===== config.mk =====
export PLATFORM = sky130hd
export DESIGN_NAME = prescaled_reload_timer
export DESIGN_NICKNAME = d
export VERILOG_FILES = /design/src/include/prt_pkg.sv /design/src/prescaled_reload_timer.sv /design/src/count_source_divider.sv /design/src/reload_stage.sv
export SDC_FILE = /design/constraint.sdc
export NUM_CORES = 1
export LEC_CHECK = 0
export BUFFER_PORTS_ARGS = -buffer_cell sky130_fd_sc_hd__buf_4
export CELL_PAD_IN_SITES_DETAIL_PLACEMENT = 1
export CELL_PAD_IN_SITES_GLOBAL_PLACEMENT = 1
export CORE_MARGIN = 10
export CORE_UTILIZATION = 25
export DETAILED_ROUTE_END_ITERATION = 8
export HOLD_SLACK_MARGIN = 0.03
export PLACE_DENSITY = 0.58
export SYNTH_ARGS = -nofsm -noshare
export SYNTH_HDL_FRONTEND = slang
export SYNTH_SLANG_ARGS = --single-unit

===== constraint.sdc =====
create_clock -name clock -period 3.2 [get_ports clock]
set_input_delay 0.64 -clock clock [delete_from_list [all_inputs] [get_ports clock]]
set_output_delay 0.64 -clock clock [all_outputs]
set_load 0.02 [all_outputs]

===== src/include/prt_pkg.sv =====
// Constants, register map and mode codes of the prescaled reload timer.
package prt_pkg;

    localparam int          ADDR_W        = 12;
    localparam int          DATA_W        = 8;

    localparam logic [11:0] ADDR_CTRL     = 12'h100;
    localparam logic [11:0] ADDR_PRES     = 12'h104;
    localparam logic [11:0] ADDR_TIMER    = 12'h108;
    localparam logic [11:0] ADDR_MODE     = 12'h10c;
    localparam logic [11:0] ADDR_IRQ_STAT = 12'h110;
    localparam logic [11:0] ADDR_IRQ_MASK = 12'h114;

    localparam int          CTRL_START    = 0;
    localparam int          CTRL_STATUS   = 1;
    localparam int          CTRL_STOP     = 2;
    localparam int          CTRL_EDGE     = 4;
    localparam int          CTRL_UNDER    = 5;
    localparam int          MODE_POL      = 4;
    localparam int          IRQ_UNDER     = 0;
    localparam int          IRQ_EDGE      = 1;

    localparam logic [7:0]  CTRL_RESET    = 8'h00;
    localparam logic [7:0]  STAGE_RESET   = 8'hff;
    localparam logic [1:0]  MASK_RESET    = 2'h0;

    localparam int          CLOCK_NS      = 10;
    localparam int          SRC_PERIOD_NS = 80;
    localparam int          SRC_DIVIDE    = SRC_PERIOD_NS / CLOCK_NS;

    typedef enum logic [2:0] {
        MODE_TIMER     = 3'h0,
        MODE_PULSE_OUT = 3'h1,
        MODE_EVENT     = 3'h2,
        MODE_WIDTH     = 3'h3,
        MODE_PERIOD    = 3'h4
    } mode_t;

endpackage : prt_pkg


===== src/prescaled_reload_timer.sv =====
// Prescaled reload timer with its APB register file and interrupt.
//
// The APB register port was chosen for this implementation.
`timescale 1ns/100ps
module prescaled_reload_timer #(
    parameter int SRC_DIVIDE = prt_pkg::SRC_DIVIDE
) (
    // Clock and reset.
    input  wire logic                        clock,
    input  wire logic                        rstn,
    // APB slave.
    input  wire logic                        psel,
    input  wire logic                        penable,
    input  wire logic                        pwrite,
    input  wire logic [prt_pkg::ADDR_W-1:0]  paddr,
    input  wire logic [31:0]                 pwdata,
    output logic      [31:0]                 prdata,
    output logic                             pready,
    output logic                             pslverr,
    // External pulse input and pulse output.
    input  wire logic                        eventIn,
    output logic                             pulseOut,
    // Interrupt.
    output logic                             irq
);
    import prt_pkg::*;

    if (SRC_DIVIDE < 1) begin : g_check
        $error("prescaled_reload_timer: SRC_DIVIDE must be at least 1");
    end

    ////////////////////////////////////////////////////////////////////////////

    typedef struct packed {
        logic              start;
        logic              status;
        logic              edgeFlag;
        logic              undFlag;
        mode_t             mode;
        logic              activeHigh;
        logic [1:0]        irqStatus;
        logic [1:0]        irqMask;
        logic              pulseOut;
        logic [DATA_W-1:0] capture;
        logic              inPrev;
        logic              pready;
        logic              pslverr;
        logic [31:0]       prdata;
        logic              irq;
    } timer_t;

    timer_t            st;
    timer_t            next_st;

    logic              srcTick;
    logic [DATA_W-1:0] presCount;
    logic [DATA_W-1:0] presReload;
    logic              presUnder;
    logic [DATA_W-1:0] tmrCount;
    logic [DATA_W-1:0] tmrReload;
    logic              tmrUnder;
    logic              setup;
    logic              wr;
    logic              ctrlWr;
    logic              presWr;
    logic              tmrWr;
    logic              forceStop;
    logic              activeLevel;
    logic              rise;
    logic              fall;
    logic              measMode;
    logic              measEnd;
    logic              presStep;
    logic [31:0]       readData;

    function automatic logic mapped(input logic [ADDR_W-1:0] addr);
        case (addr)
            ADDR_CTRL, ADDR_PRES, ADDR_TIMER,
            ADDR_MODE, ADDR_IRQ_STAT, ADDR_IRQ_MASK: mapped = 1'b1;
            default: mapped = 1'b0;
        endcase
    endfunction : mapped

    ////////////////////////////////////////////////////////////////////////////

    // Writes take effect at the edge that completes the access phase.
    assign setup  = psel && !penable;
    assign wr     = psel && penable && st.pready && pwrite && mapped(paddr);
    assign ctrlWr = wr && (paddr == ADDR_CTRL);
    assign presWr = wr && (paddr == ADDR_PRES);
    assign tmrWr  = wr && (paddr == ADDR_TIMER);
    assign forceStop = ctrlWr && pwdata[CTRL_STOP];

    // The input is already synchronous; edges are judged against the
    // active level chosen by the polarity bit.
    assign activeLevel = (eventIn == st.activeHigh);
    assign rise = activeLevel && !st.inPrev;
    assign fall = !activeLevel && st.inPrev;
    assign measMode = (st.mode == MODE_WIDTH) || (st.mode == MODE_PERIOD);

    always_comb begin
        case (st.mode)
            MODE_TIMER:     presStep = srcTick;
            MODE_PULSE_OUT: presStep = srcTick;
            MODE_EVENT:     presStep = rise;
            MODE_WIDTH:     presStep = srcTick && activeLevel;
            MODE_PERIOD:    presStep = srcTick;
            default:        presStep = 1'b0;
        endcase
        presStep = presStep && st.status && !forceStop;
    end

    // A width measurement ends when the active level is left; a period
    // measurement ends at the next active edge.
    assign measEnd = st.status && !forceStop
        && (((st.mode == MODE_WIDTH) && fall) || ((st.mode == MODE_PERIOD) && rise));

    ////////////////////////////////////////////////////////////////////////////

    count_source_divider #(
        .DIVIDE      (SRC_DIVIDE)
    ) u_divider (
        .clock       (clock),
        .rstn        (rstn),
        .tick        (srcTick)
    );

    // The prescaler steps the timer on every prescaler underflow.
    reload_stage #(
        .WIDTH       (DATA_W),
        .RESET_VALUE (STAGE_RESET)
    ) u_prescaler (
        .clock       (clock),
        .rstn        (rstn),
        .write       (presWr),
        .writeData   (pwdata[DATA_W-1:0]),
        .running     (st.status),
        .step        (presStep),
        .restart     (measEnd),
        .restore     (forceStop),
        .count       (presCount),
        .reloadValue (presReload),
        .underflow   (presUnder)
    );

    reload_stage #(
        .WIDTH       (DATA_W),
        .RESET_VALUE (STAGE_RESET)
    ) u_timer (
        .clock       (clock),
        .rstn        (rstn),
        .write       (tmrWr),
        .writeData   (pwdata[DATA_W-1:0]),
        .running     (st.status),
        .step        (presUnder),
        .restart     (measEnd),
        .restore     (forceStop),
        .count       (tmrCount),
        .reloadValue (tmrReload),
        .underflow   (tmrUnder)
    );

    ////////////////////////////////////////////////////////////////////////////

    always_comb begin
        case (paddr)
            ADDR_CTRL: begin
                readData = 32'h0000_0000;
                readData[CTRL_START]  = st.start;
                readData[CTRL_STATUS] = st.status;
                readData[CTRL_EDGE]   = st.edgeFlag;
                readData[CTRL_UNDER]  = st.undFlag;
            end
            ADDR_PRES:     readData = {24'h00_0000, presCount};
            ADDR_TIMER:    readData = {24'h00_0000, measMode ? st.capture : tmrCount};
            ADDR_MODE:     readData = {27'h000_0000, st.activeHigh, 1'b0, st.mode};
            ADDR_IRQ_STAT: readData = {30'h0000_0000, st.irqStatus};
            ADDR_IRQ_MASK: readData = {30'h0000_0000, st.irqMask};
            default:       readData = 32'h0000_0000;
        endcase
    end

    // Software clears come first so an event in the same cycle wins.
    always_comb begin
        next_st = st;
        next_st.inPrev = activeLevel;
        next_st.pready = setup;
        next_st.pslverr = setup && !mapped(paddr);
        if (setup) begin
            next_st.prdata = readData;
        end
        if (ctrlWr) begin
            next_st.start = pwdata[CTRL_START];
            if (!pwdata[CTRL_EDGE]) begin
                next_st.edgeFlag = 1'b0;
            end
            if (!pwdata[CTRL_UNDER]) begin
                next_st.undFlag = 1'b0;
            end
        end
        if (wr && (paddr == ADDR_MODE)) begin
            next_st.mode = mode_t'(pwdata[2:0]);
            next_st.activeHigh = pwdata[MODE_POL];
        end
        if (wr && (paddr == ADDR_IRQ_STAT)) begin
            next_st.irqStatus = st.irqStatus & ~pwdata[1:0];
        end
        if (wr && (paddr == ADDR_IRQ_MASK)) begin
            next_st.irqMask = pwdata[1:0];
        end
        if (srcTick) begin
            next_st.status = next_st.start;
        end
        if (forceStop) begin
            next_st.start = 1'b0;
            next_st.status = 1'b0;
        end
        if (measEnd) begin
            next_st.edgeFlag = 1'b1;
            next_st.capture = tmrCount;
            next_st.irqStatus[IRQ_EDGE] = 1'b1;
        end
        if (tmrUnder) begin
            next_st.undFlag = 1'b1;
            next_st.irqStatus[IRQ_UNDER] = 1'b1;
            if (st.mode == MODE_PULSE_OUT) begin
                next_st.pulseOut = !st.pulseOut;
            end
        end
        next_st.irq = |(next_st.irqStatus & next_st.irqMask);
    end

    always_ff @(posedge clock or negedge rstn) begin
        if (!rstn) begin
            st <= '0;
            st.mode <= MODE_TIMER;
            st.irqMask <= MASK_RESET;
            {st.undFlag, st.edgeFlag, st.status, st.start} <= CTRL_RESET[3:0];
        end else begin
            st <= next_st;
        end
    end

    assign prdata   = st.prdata;
    assign pready   = st.pready;
    assign pslverr  = st.pslverr;
    assign pulseOut = st.pulseOut;
    assign irq      = st.irq;

    ////////////////////////////////////////////////////////////////////////////

    logic irqStatusUnder;
    assign irqStatusUnder = st.irqStatus[IRQ_UNDER];
endmodule : prescaled_reload_timer


===== src/count_source_divider.sv =====
// Divider that makes the internal count source as a one-cycle enable pulse.
`timescale 1ns/100ps
module count_source_divider #(
    parameter int DIVIDE = prt_pkg::SRC_DIVIDE
) (
    // Clock and reset.
    input  wire logic clock,
    input  wire logic rstn,
    // Count source enable.
    output logic      tick
);
    import prt_pkg::*;

    localparam int CW = $clog2(DIVIDE + 1);

    if (DIVIDE < 1) begin : g_check
        $error("count_source_divider: DIVIDE must be at least 1");
    end

    typedef struct packed {
        logic [CW-1:0] count;
        logic          tick;
    } div_t;

    div_t st;
    div_t next_st;

    always_comb begin
        next_st = st;
        next_st.tick = (st.count == CW'(DIVIDE - 1));
        if (next_st.tick) begin
            next_st.count = '0;
        end else begin
            next_st.count = st.count + CW'(1);
        end
    end

    always_ff @(posedge clock or negedge rstn) begin
        if (!rstn) begin
            st <= '0;
        end else begin
            st <= next_st;
        end
    end

    assign tick = st.tick;

endmodule : count_source_divider


===== src/reload_stage.sv =====
// One down-counting stage: a reload register and a counter behind one address.
`timescale 1ns/100ps
module reload_stage #(
    parameter int               WIDTH       = prt_pkg::DATA_W,
    parameter logic [WIDTH-1:0] RESET_VALUE = prt_pkg::STAGE_RESET
) (
    // Clock and reset.
    input  wire logic             clock,
    input  wire logic             rstn,
    // Software write and control.
    input  wire logic             write,
    input  wire logic [WIDTH-1:0] writeData,
    input  wire logic             running,
    input  wire logic             step,
    input  wire logic             restart,
    input  wire logic             restore,
    // Stage state.
    output logic      [WIDTH-1:0] count,
    output logic      [WIDTH-1:0] reloadValue,
    output logic                  underflow
);
    import prt_pkg::*;

    if (WIDTH < 1 || WIDTH > 32) begin : g_check
        $error("reload_stage: WIDTH must lie between 1 and 32");
    end

    typedef struct packed {
        logic [WIDTH-1:0] reloadValue;
        logic [WIDTH-1:0] count;
    } stage_t;

    stage_t st;
    stage_t next_st;

    // A write while running lands in the reload register only; the counter
    // picks it up at its next underflow or restart, whichever comes first.
    always_comb begin
        next_st = st;
        if (restore) begin
            next_st.reloadValue = RESET_VALUE;
            next_st.count = RESET_VALUE;
        end else begin
            if (write) begin
                next_st.reloadValue = writeData;
                if (!running) begin
                    next_st.count = writeData;
                end
            end
            if (restart) begin
                next_st.count = next_st.reloadValue;
            end else if (step) begin
                if (st.count == '0) begin
                    next_st.count = next_st.reloadValue;
                end else begin
                    next_st.count = st.count - WIDTH'(1);
                end
            end
        end
    end

    always_ff @(posedge clock or negedge rstn) begin
        if (!rstn) begin
            st <= {RESET_VALUE, RESET_VALUE};
        end else begin
            st <= next_st;
        end
    end

    assign count = st.count;
    assign reloadValue = st.reloadValue;
    assign underflow = step && !restart && !restore && (st.count == '0);

endmodule : reload_stage


==> results.tsv, run 1 <==
stage	metric	value	unit
detailed_routing	vias	3934	
setup_path	critPathRequiredTime	3470	ps
detailed_routing	ant_nets	0	
sta	setup_tns	0	ps
clock_network	clk_pin_slew	60	ps
sta	post-route-period-util	86.6	%
setup_path	crit_type	register to register	
placed_design	post-dp-hpwl	11600	µm
sta	rsz0062_at_grt	false	
sta	clock.fmax	361	MHz
power	powerDensity	367	nW/µm²
detailed_routing	wirelength	15400	µm
hold_path	min_path_type	primary input to asynchronous set/reset pin	
synth	synth_area_per_cell	9.18	µm²
sta	worst_slew_pin_slew	924	ps
global_routing	antenna_found_initial	0	
power	p_int	1450	µW
setup_path	crit_chain	inv_1 > ha_1 > nor4b_1 > nand2_1 > a2111oi_4 > buf_4 > nand2_4 > a221o_1 > o21ai_1	
setup_path	cpLargestDelayFamily	compound AO/OA/AOI/OAI gates	
layout	antenna_cells	0	
layout	drive_above_1_share	26.5	%
layout	area_growth	15.8	%
setup_path	regToRegSetupSlack	430	ps
status	status	complete, no violations	
sta	clock_skew	12.7	ps
power	p_comb_share	6.6	%
clock_network	cts_tree	done	
clock_network	cts_buffer_depth	2	
setup_path	crit_path_end_kind	register	
sta	final_max_slew_viol_count	0	
detailed_routing	dr.pass1.iters	5	
flow_run	cap_violations	0	
power	power_frac_seq	46.2	%
placed_design	port_buffers	37	
power	peakVddDrop	246	µV
die	fp-row-count	49	
setup_path	crit_buf_inv	2	
global_routing	grtUsageMet2	21.0	%
setup_path	worstPathArrival	3040	ps
clock_network	numCtsBuffers	9	
layout	final_area	5270	µm²
power	p_clk_share	47.2	%
sta	setup_viol	0	
global_routing	grt_max_degree	71	
synth	async_reset_ff_share	100	%
setup_path	cp_max_fo	10	
global_routing	grt_pass1_vias	4171	
synth	ys_seq_area_share	39.3	%
layout	utilization	29.4	%
global_routing	grt_use_met3	3.20	%
global_routing	use_met1	16.8	%
placed_design	dpl_cell_area	5010	µm²
clock_network	holdBufCountCts	0	
synth	synth_top_cell_by_area	dfrtp_1	
global_routing	grt_overflow	0	
placed_design	gp_congestion	0.841	
global_routing	grt_first_pass_wirelength	24500	µm
detailed_routing	wl_per_cell	20.1	µm
clock_network	clock_latency	350	ps
setup_path	slowest_delay	530	ps
die	die_x	155	µm
synth	synth.area.top_cells	dfrtp_1, dfstp_2, buf_4, mux2_2, nand2_1	
die	initial_core_util	25.4	%
power	switching_share	25.3	%
die	die_area	24000	µm²
die	core_area	18000	µm²
layout	final_nets	584	
synth	ys_warn_count	0	
synth	syn_inst	496	
clock_network	clockRootBuffer	clkbuf_16	
synth	synthesis.area	4550	µm²
clock_network	postCtsSetupBuffers	0	
synth	ys.flop_type	dfrtp_1	
sta	fin_crit	2770	ps
synth	synth_cell_type_count	76	
sta	maxSlewHeadroom	38.4	%
setup_path	start_kind	register	
global_routing	top_usage_layer	met2	
clock_network	cts.sinks	70	
sta	final_hold_viol_count	0	
power	switchingPower	490	µW
detailed_routing	via_per_inst	5.14	
synth	synth-edff-count	0	
layout	fillers	2128	
synth	ys_ff_latch	70	
clock_network	cts_resized	0	
detailed_routing	drcViolationCount	0	
die	ios	86	
detailed_routing	drt_iter0_drc	294	
clock_network	ctsHtreeMaxLevel	3	
die	fp.dieH	155	µm
setup_path	slowest_stage	nor4b_1	
power	p_leak	0.00232	µW
synth	synth_top_area_share	20.9	%
global_routing	grtUsageTotal	12.9	%
## routing by layer
layer / vias up / wire length [µm]
li1: 1833 / -
met1: 2006 / 7190
met2: 83 / 7370
met3: 12 / 643
met4: 0 / 152
met5: - / 0
## cell usage in the layout (no fill, tap or decap), types with 3 or more instances in the layout
master and count:
nand4_1 12, or3_1 4, and3_1 3, o21a_1 3, nor4b_1 4, and2_1 4, clkbuf_16 9, nand3_1 16
dfstp_2 32, a22o_1 5, nand2_1 58, a21oi_1 19, nor3_1 18, ha_1 3, o211a_1 3, mux2_2 21
nand2b_1 3, buf_4 59, a2bb2oi_1 5, nor2b_1 3, inv_1 16, clkbuf_1 3, nor4_1 12, dfrtp_1 38
a31oi_1 5, xor2_1 6, mux2i_1 16, a22oi_1 7, nor2_1 29, and4_1 3, conb_1 24, o21ai_0 33
o32a_1 4
## sequential cells by signal (all words and copies together) (netlist names)
name / count
st: 20
u_timer.count: 8
pulseOut: 1
u_divider.st: 4
irq: 1
u_timer.reloadValue: 8
pready: 1
u_prescaler.count: 8
irqStatusUnder: 1
u_divider.tick: 1
u_prescaler.reloadValue: 8
pslverr: 1
prdata: 8
## area by class of cell
cell class	instances	area [µm²]	share of cell area [%]
clock buffer	12	236	4.48
clock inverter	4	25.0	0.474
inverter	17	63.8	1.21
multi-input combinational	374	2430	46.0
sequential	70	1790	34.0
tap	229	287	5.43
timing repair buffer	59	443	8.40
## cell families after synthesis
kind of cell | count (synthesis) | synth area share, %
adder cells (fa/ha/maj) | 3 | 0.824
AO/OA/AOI/OAI | 116 | 18.1
buffers and inverters | 75 | 9.26
XOR/XNOR | 8 | 1.54
flip-flops | 70 | 39.3
AND/OR/NAND/NOR | 184 | 21.4
other | 1 | 0.0823
multiplexers | 39 | 9.53
## power by group through the flow
| stage | combinational, µW | sequential [µW] | clock (µW) |
|---|---|---|---|
| finish | 128 | 893 | 915 |
| global route | 140 | 893 | 975 |
| CTS | 129 | 893 | 943 |
| detailed placement | 128 | 908 | 0 |
| global placement | 126 | 908 | 0 |
| floorplan | 79.1 | 908 | 0 |
## synthesized netlist by cell type, types with 3 or more instances
master / n
a2bb2oi_1: 5
ha_1: 3
and3_1: 3
nand2_1: 58
or3_1: 4
o21ai_0: 33
mux2_2: 21
nand3_1: 16
inv_1: 16
buf_4: 32
nand2b_1: 3
o32a_1: 4
nand4_1: 12
a22o_1: 5
dfstp_2: 32
nor4_1: 12
nor4b_1: 4
a21oi_1: 19
a22oi_1: 7
o21a_1: 3
nor2_1: 29
and2_1: 4
mux2i_1: 16
and4_1: 3
o211a_1: 3
xor2_1: 6
nor2b_1: 3
clkbuf_1: 19
buf_2: 3
a31oi_1: 5
dfrtp_1: 38
nor3_1: 18
## worst reg2reg max path, delay by kind of cell, from the launching register on
family | cells | cell delay [ps]
AO/OA/AOI/OAI | 3 | 880
adder cells (fa/ha/maj) | 1 | 240
buffers and inverters | 2 | 360
flip-flops | 1 | 390
AND/OR/NAND/NOR | 3 | 830
## worst paths after layout
check,end,depth (start not counted),from
max,u_timer.count[3]$_DFFE_PN1P_,9,u_prescaler.count[0]$_DFFE_PN1P_
max reg2reg,u_timer.count[3]$_DFFE_PN1P_,9,u_prescaler.count[0]$_DFFE_PN1P_
max in group asynchronous,u_divider.st[4]$_DFF_PN0_,1,rstn
min,st[46]$_DFF_PN0_,1,rstn
min reg2reg,u_prescaler.reloadValue[2]$_DFF_PN1_,2,u_prescaler.reloadValue[2]$_DFF_PN1_
min in group clock,u_prescaler.reloadValue[2]$_DFF_PN1_,2,u_prescaler.reloadValue[2]$_DFF_PN1_
## through the flow
stage	hold WS (ps)	setup WS [ps]	std cells	total power (µW)
floorplan	344	703	519	988
global placement	446	343	749	1030
detailed placement	453	271	749	1040
CTS	460	444	765	1970
global route	470	240	765	2010
finish	434	428	765	1940
Note: power is estimated with default switching activity, not from simulation.
==> inputs of run 2 (changes only) <==
ABC_AREA = 1   (was not set)
CORE_MARGIN = 2   (was 10)
PLACE_DENSITY = 0.6   (was 0.58)
clock period = 3.5 ns   (was 3.2 ns; I/O delays follow)
==> results.tsv, run 2 <==
stage	metric	value	unit
die	core_area	17400	µm²
die	die_x	138	µm
power	powerDensity	372	nW/µm²
synth	synth-edff-count	0	
sta	final_max_slew_viol_count	0	
clock_network	cts_resized	0	
setup_path	reg2reg_from	u_timer.count[0]$_DFFE_PN1P_	
synth	async_reset_ff_share	100	%
sta	final_hold_viol_count	0	
clock_network	postCtsSetupBuffers	0	
detailed_routing	drcViolationCount	0	
synth	synthesis.area	4460	µm²
setup_path	r2r-end	irq$_DFF_PN0_	
global_routing	antenna_found_initial	0	
setup_path	regToRegSetupSlack	1110	ps
sta	setup_tns	0	ps
sta	fin_crit	2530	ps
sta	setup_viol	0	
global_routing	grt_overflow	0	
detailed_routing	wirelength	13500	µm
status	status	complete, no violations	
layout	largest_reg_flops	20	
sta	post-route-period-util	72.4	%
die	ios	86	
sta	maxSlewHeadroom	37.0	%
detailed_routing	ant_nets	0	
detailed_routing	wl_per_cell	15.7	µm
die	die_area	18900	µm²
sta	layout_setup_ws	968	ps
hold_path	holdCritStartpoint	u_divider.st[1]$_DFF_PN0_	
layout	antenna_cells	0	
synth	synth_area_per_cell	7.46	µm²
synth	synth_commonest_cells	nand2_1, nand3_1, inv_1, nor2_1, o21ai_0	
setup_path	crit_type	primary input to register	
placed_design	post-place-ws	592	ps
synth	synth.area.top_cells	dfrtp_1, dfstp_2, nand2_1, nand3_1, buf_4	
synth	synth_top_area_share	21.3	%
die	fp-row-count	48	
global_routing	grtUsageTotal	15.3	%
detailed_routing	dr.pass1.iters	4	
clock_network	cts_tree	done	
synth	ys_ff_latch	70	
layout	drive_above_1_share	20.2	%
global_routing	grt_first_pass_wirelength	21800	µm
clock_network	clock_latency	350	ps
synth	ys_warn_count	0	
global_routing	grt_pass1_vias	4127	
sta	clock_skew	8.90	ps
synth	synth_cell_type_count	40	
clock_network	numCtsBuffers	9	
hold_path	hold_end	u_divider.st[1]$_DFF_PN0_	
global_routing	use_met1	18.7	%
placed_design	gp_congestion	0.838	
detailed_routing	via_per_inst	4.59	
hold_path	min_path_type	register to register	
synth	yosysMostFrequentCell	nand2_1	
layout	final_common_cell	nand2_1	
placed_design	post-dp-hpwl	9930	µm
layout	final_cell_mix	nand2_1, nand3_1, inv_1, nor2_1, buf_4	
detailed_routing	vias	3936	
sta	clock.fmax	395	MHz
clock_network	clockRootBuffer	clkbuf_16	
global_routing	grt_max_degree	71	
sta	fin_hold_ws	467	ps
global_routing	top_usage_layer	met2	
clock_network	clk_pin_slew	50	ps
setup_path	critPathRequiredTime	3780	ps
setup_path	crit_path_end_kind	register	
layout	final_nets	681	
setup_path	worstPathArrival	2810	ps
flow_run	cap_violations	0	
layout	fillers	2136	
clock_network	cts_buffer_depth	2	
setup_path	start_kind	primary input	
setup_path	r2r_cells	8	
synth	ys_seq_area_share	40.2	%
setup_path	cp_max_fo	12	
synth	syn_inst	598	
clock_network	ctsHtreeMaxLevel	3	
synth	ys.flop_type	dfrtp_1	
die	initial_core_util	25.7	%
global_routing	grt_use_met3	3.38	%
layout	area_growth	14.6	%
clock_network	holdBufCountCts	0	
clock_network	cts.sinks	70	
global_routing	grtUsageMet2	27.0	%
detailed_routing	drt_iter0_drc	135	
placed_design	port_buffers	37	
layout	largest_register	st	
die	fp.dieH	138	µm
sta	rsz0062_at_grt	false	
sta	worst_slew_pin_slew	945	ps
synth	synth_top_cell_by_area	dfrtp_1	
hold_path	whs_path_depth	1	
power	p_leak	0.00252	µW
power	peakVddDrop	259	µV
run 2: changes by cell type after synthesis, sizes merged, moves of 6 or more:
cell and change:
inv +47, nand2 +105, clkbuf -17, and2 -6
mux2i -17, nor2 +41, nand3 +52, mux2 -22
a21oi -6, nor4 -12, nor4b -6, o21ai +14
nor3 -8
run 2: stage by stage:
stage	power [µW]	cell area (µm²)	utilization [%]	instances
final	1900	5110	29.5	858
after global routing	1980	5110	29.5	858
after CTS	1930	5110	29.5	858
after detailed placement	932	4800	27.7	842
after global placement	930	4800	27.7	842
after floorplan	893	4550	-	621
run 2: kinds of logic (layout without fill, tap and decap cells):
logic type      Yosys count  after routing  synth area share [%]
compound gates           72             72                  8.73
other cells               1             24                0.0841
buf+inv                 111            123                  13.1
xor+xnor                 10             10                  1.96
fa+ha+maj                 3              3                 0.842
flops                    70             70                  40.2
simple gates            331            331                  35.1
run 2: report_power, final:
part / switching (µW) / internal, µW / total [µW]
clock: 363 / 624 / 986
combinational: 77.0 / 25.5 / 103
sequential: 1.21 / 814 / 815
run 2: layout make-up:
type	count	area (µm²)	area share, %
multi-input combinational	440	2170	42.4
sequential	70	1790	35.0
timing repair buffer	42	315	6.17
tap	225	282	5.51
inverter	65	246	4.82
clock buffer	12	236	4.63
clock inverter	4	72.6	1.42
run 2: critical path, stage by stage:
cell	delay, ps
buf_4	110
inv_1	40
nand2_1	50
nor2_2	390
nand4_2	240
buf_4	250
nand3_1	90
nor2_2	70
nand2_2	240
nand2_2	230
o21ai_0	210
nor2_1	60
nor2_1	100
run 2: layer usage:
metal	part of all wire, %	wire length, µm
met4	1.5	197
met5	0	0
met3	3.3	450
met1	45	6070
met2	50	6770
run 2: how the worst max path moves through the flow:
stage,from,endpoint,slack [ps],cells past startpoint
floorplan,paddr[9],u_prescaler.count[0]$_DFFE_PN1P_,1480,12
global placement,paddr[9],u_timer.count[6]$_DFFE_PN1P_,640,13
detailed placement,paddr[9],u_prescaler.count[0]$_DFFE_PN1P_,590,12
CTS,paddr[9],u_timer.count[6]$_DFFE_PN1P_,950,13
global route,paddr[11],u_prescaler.count[4]$_DFFE_PN1P_,750,12
finish,paddr[9],u_timer.count[6]$_DFFE_PN1P_,970,13
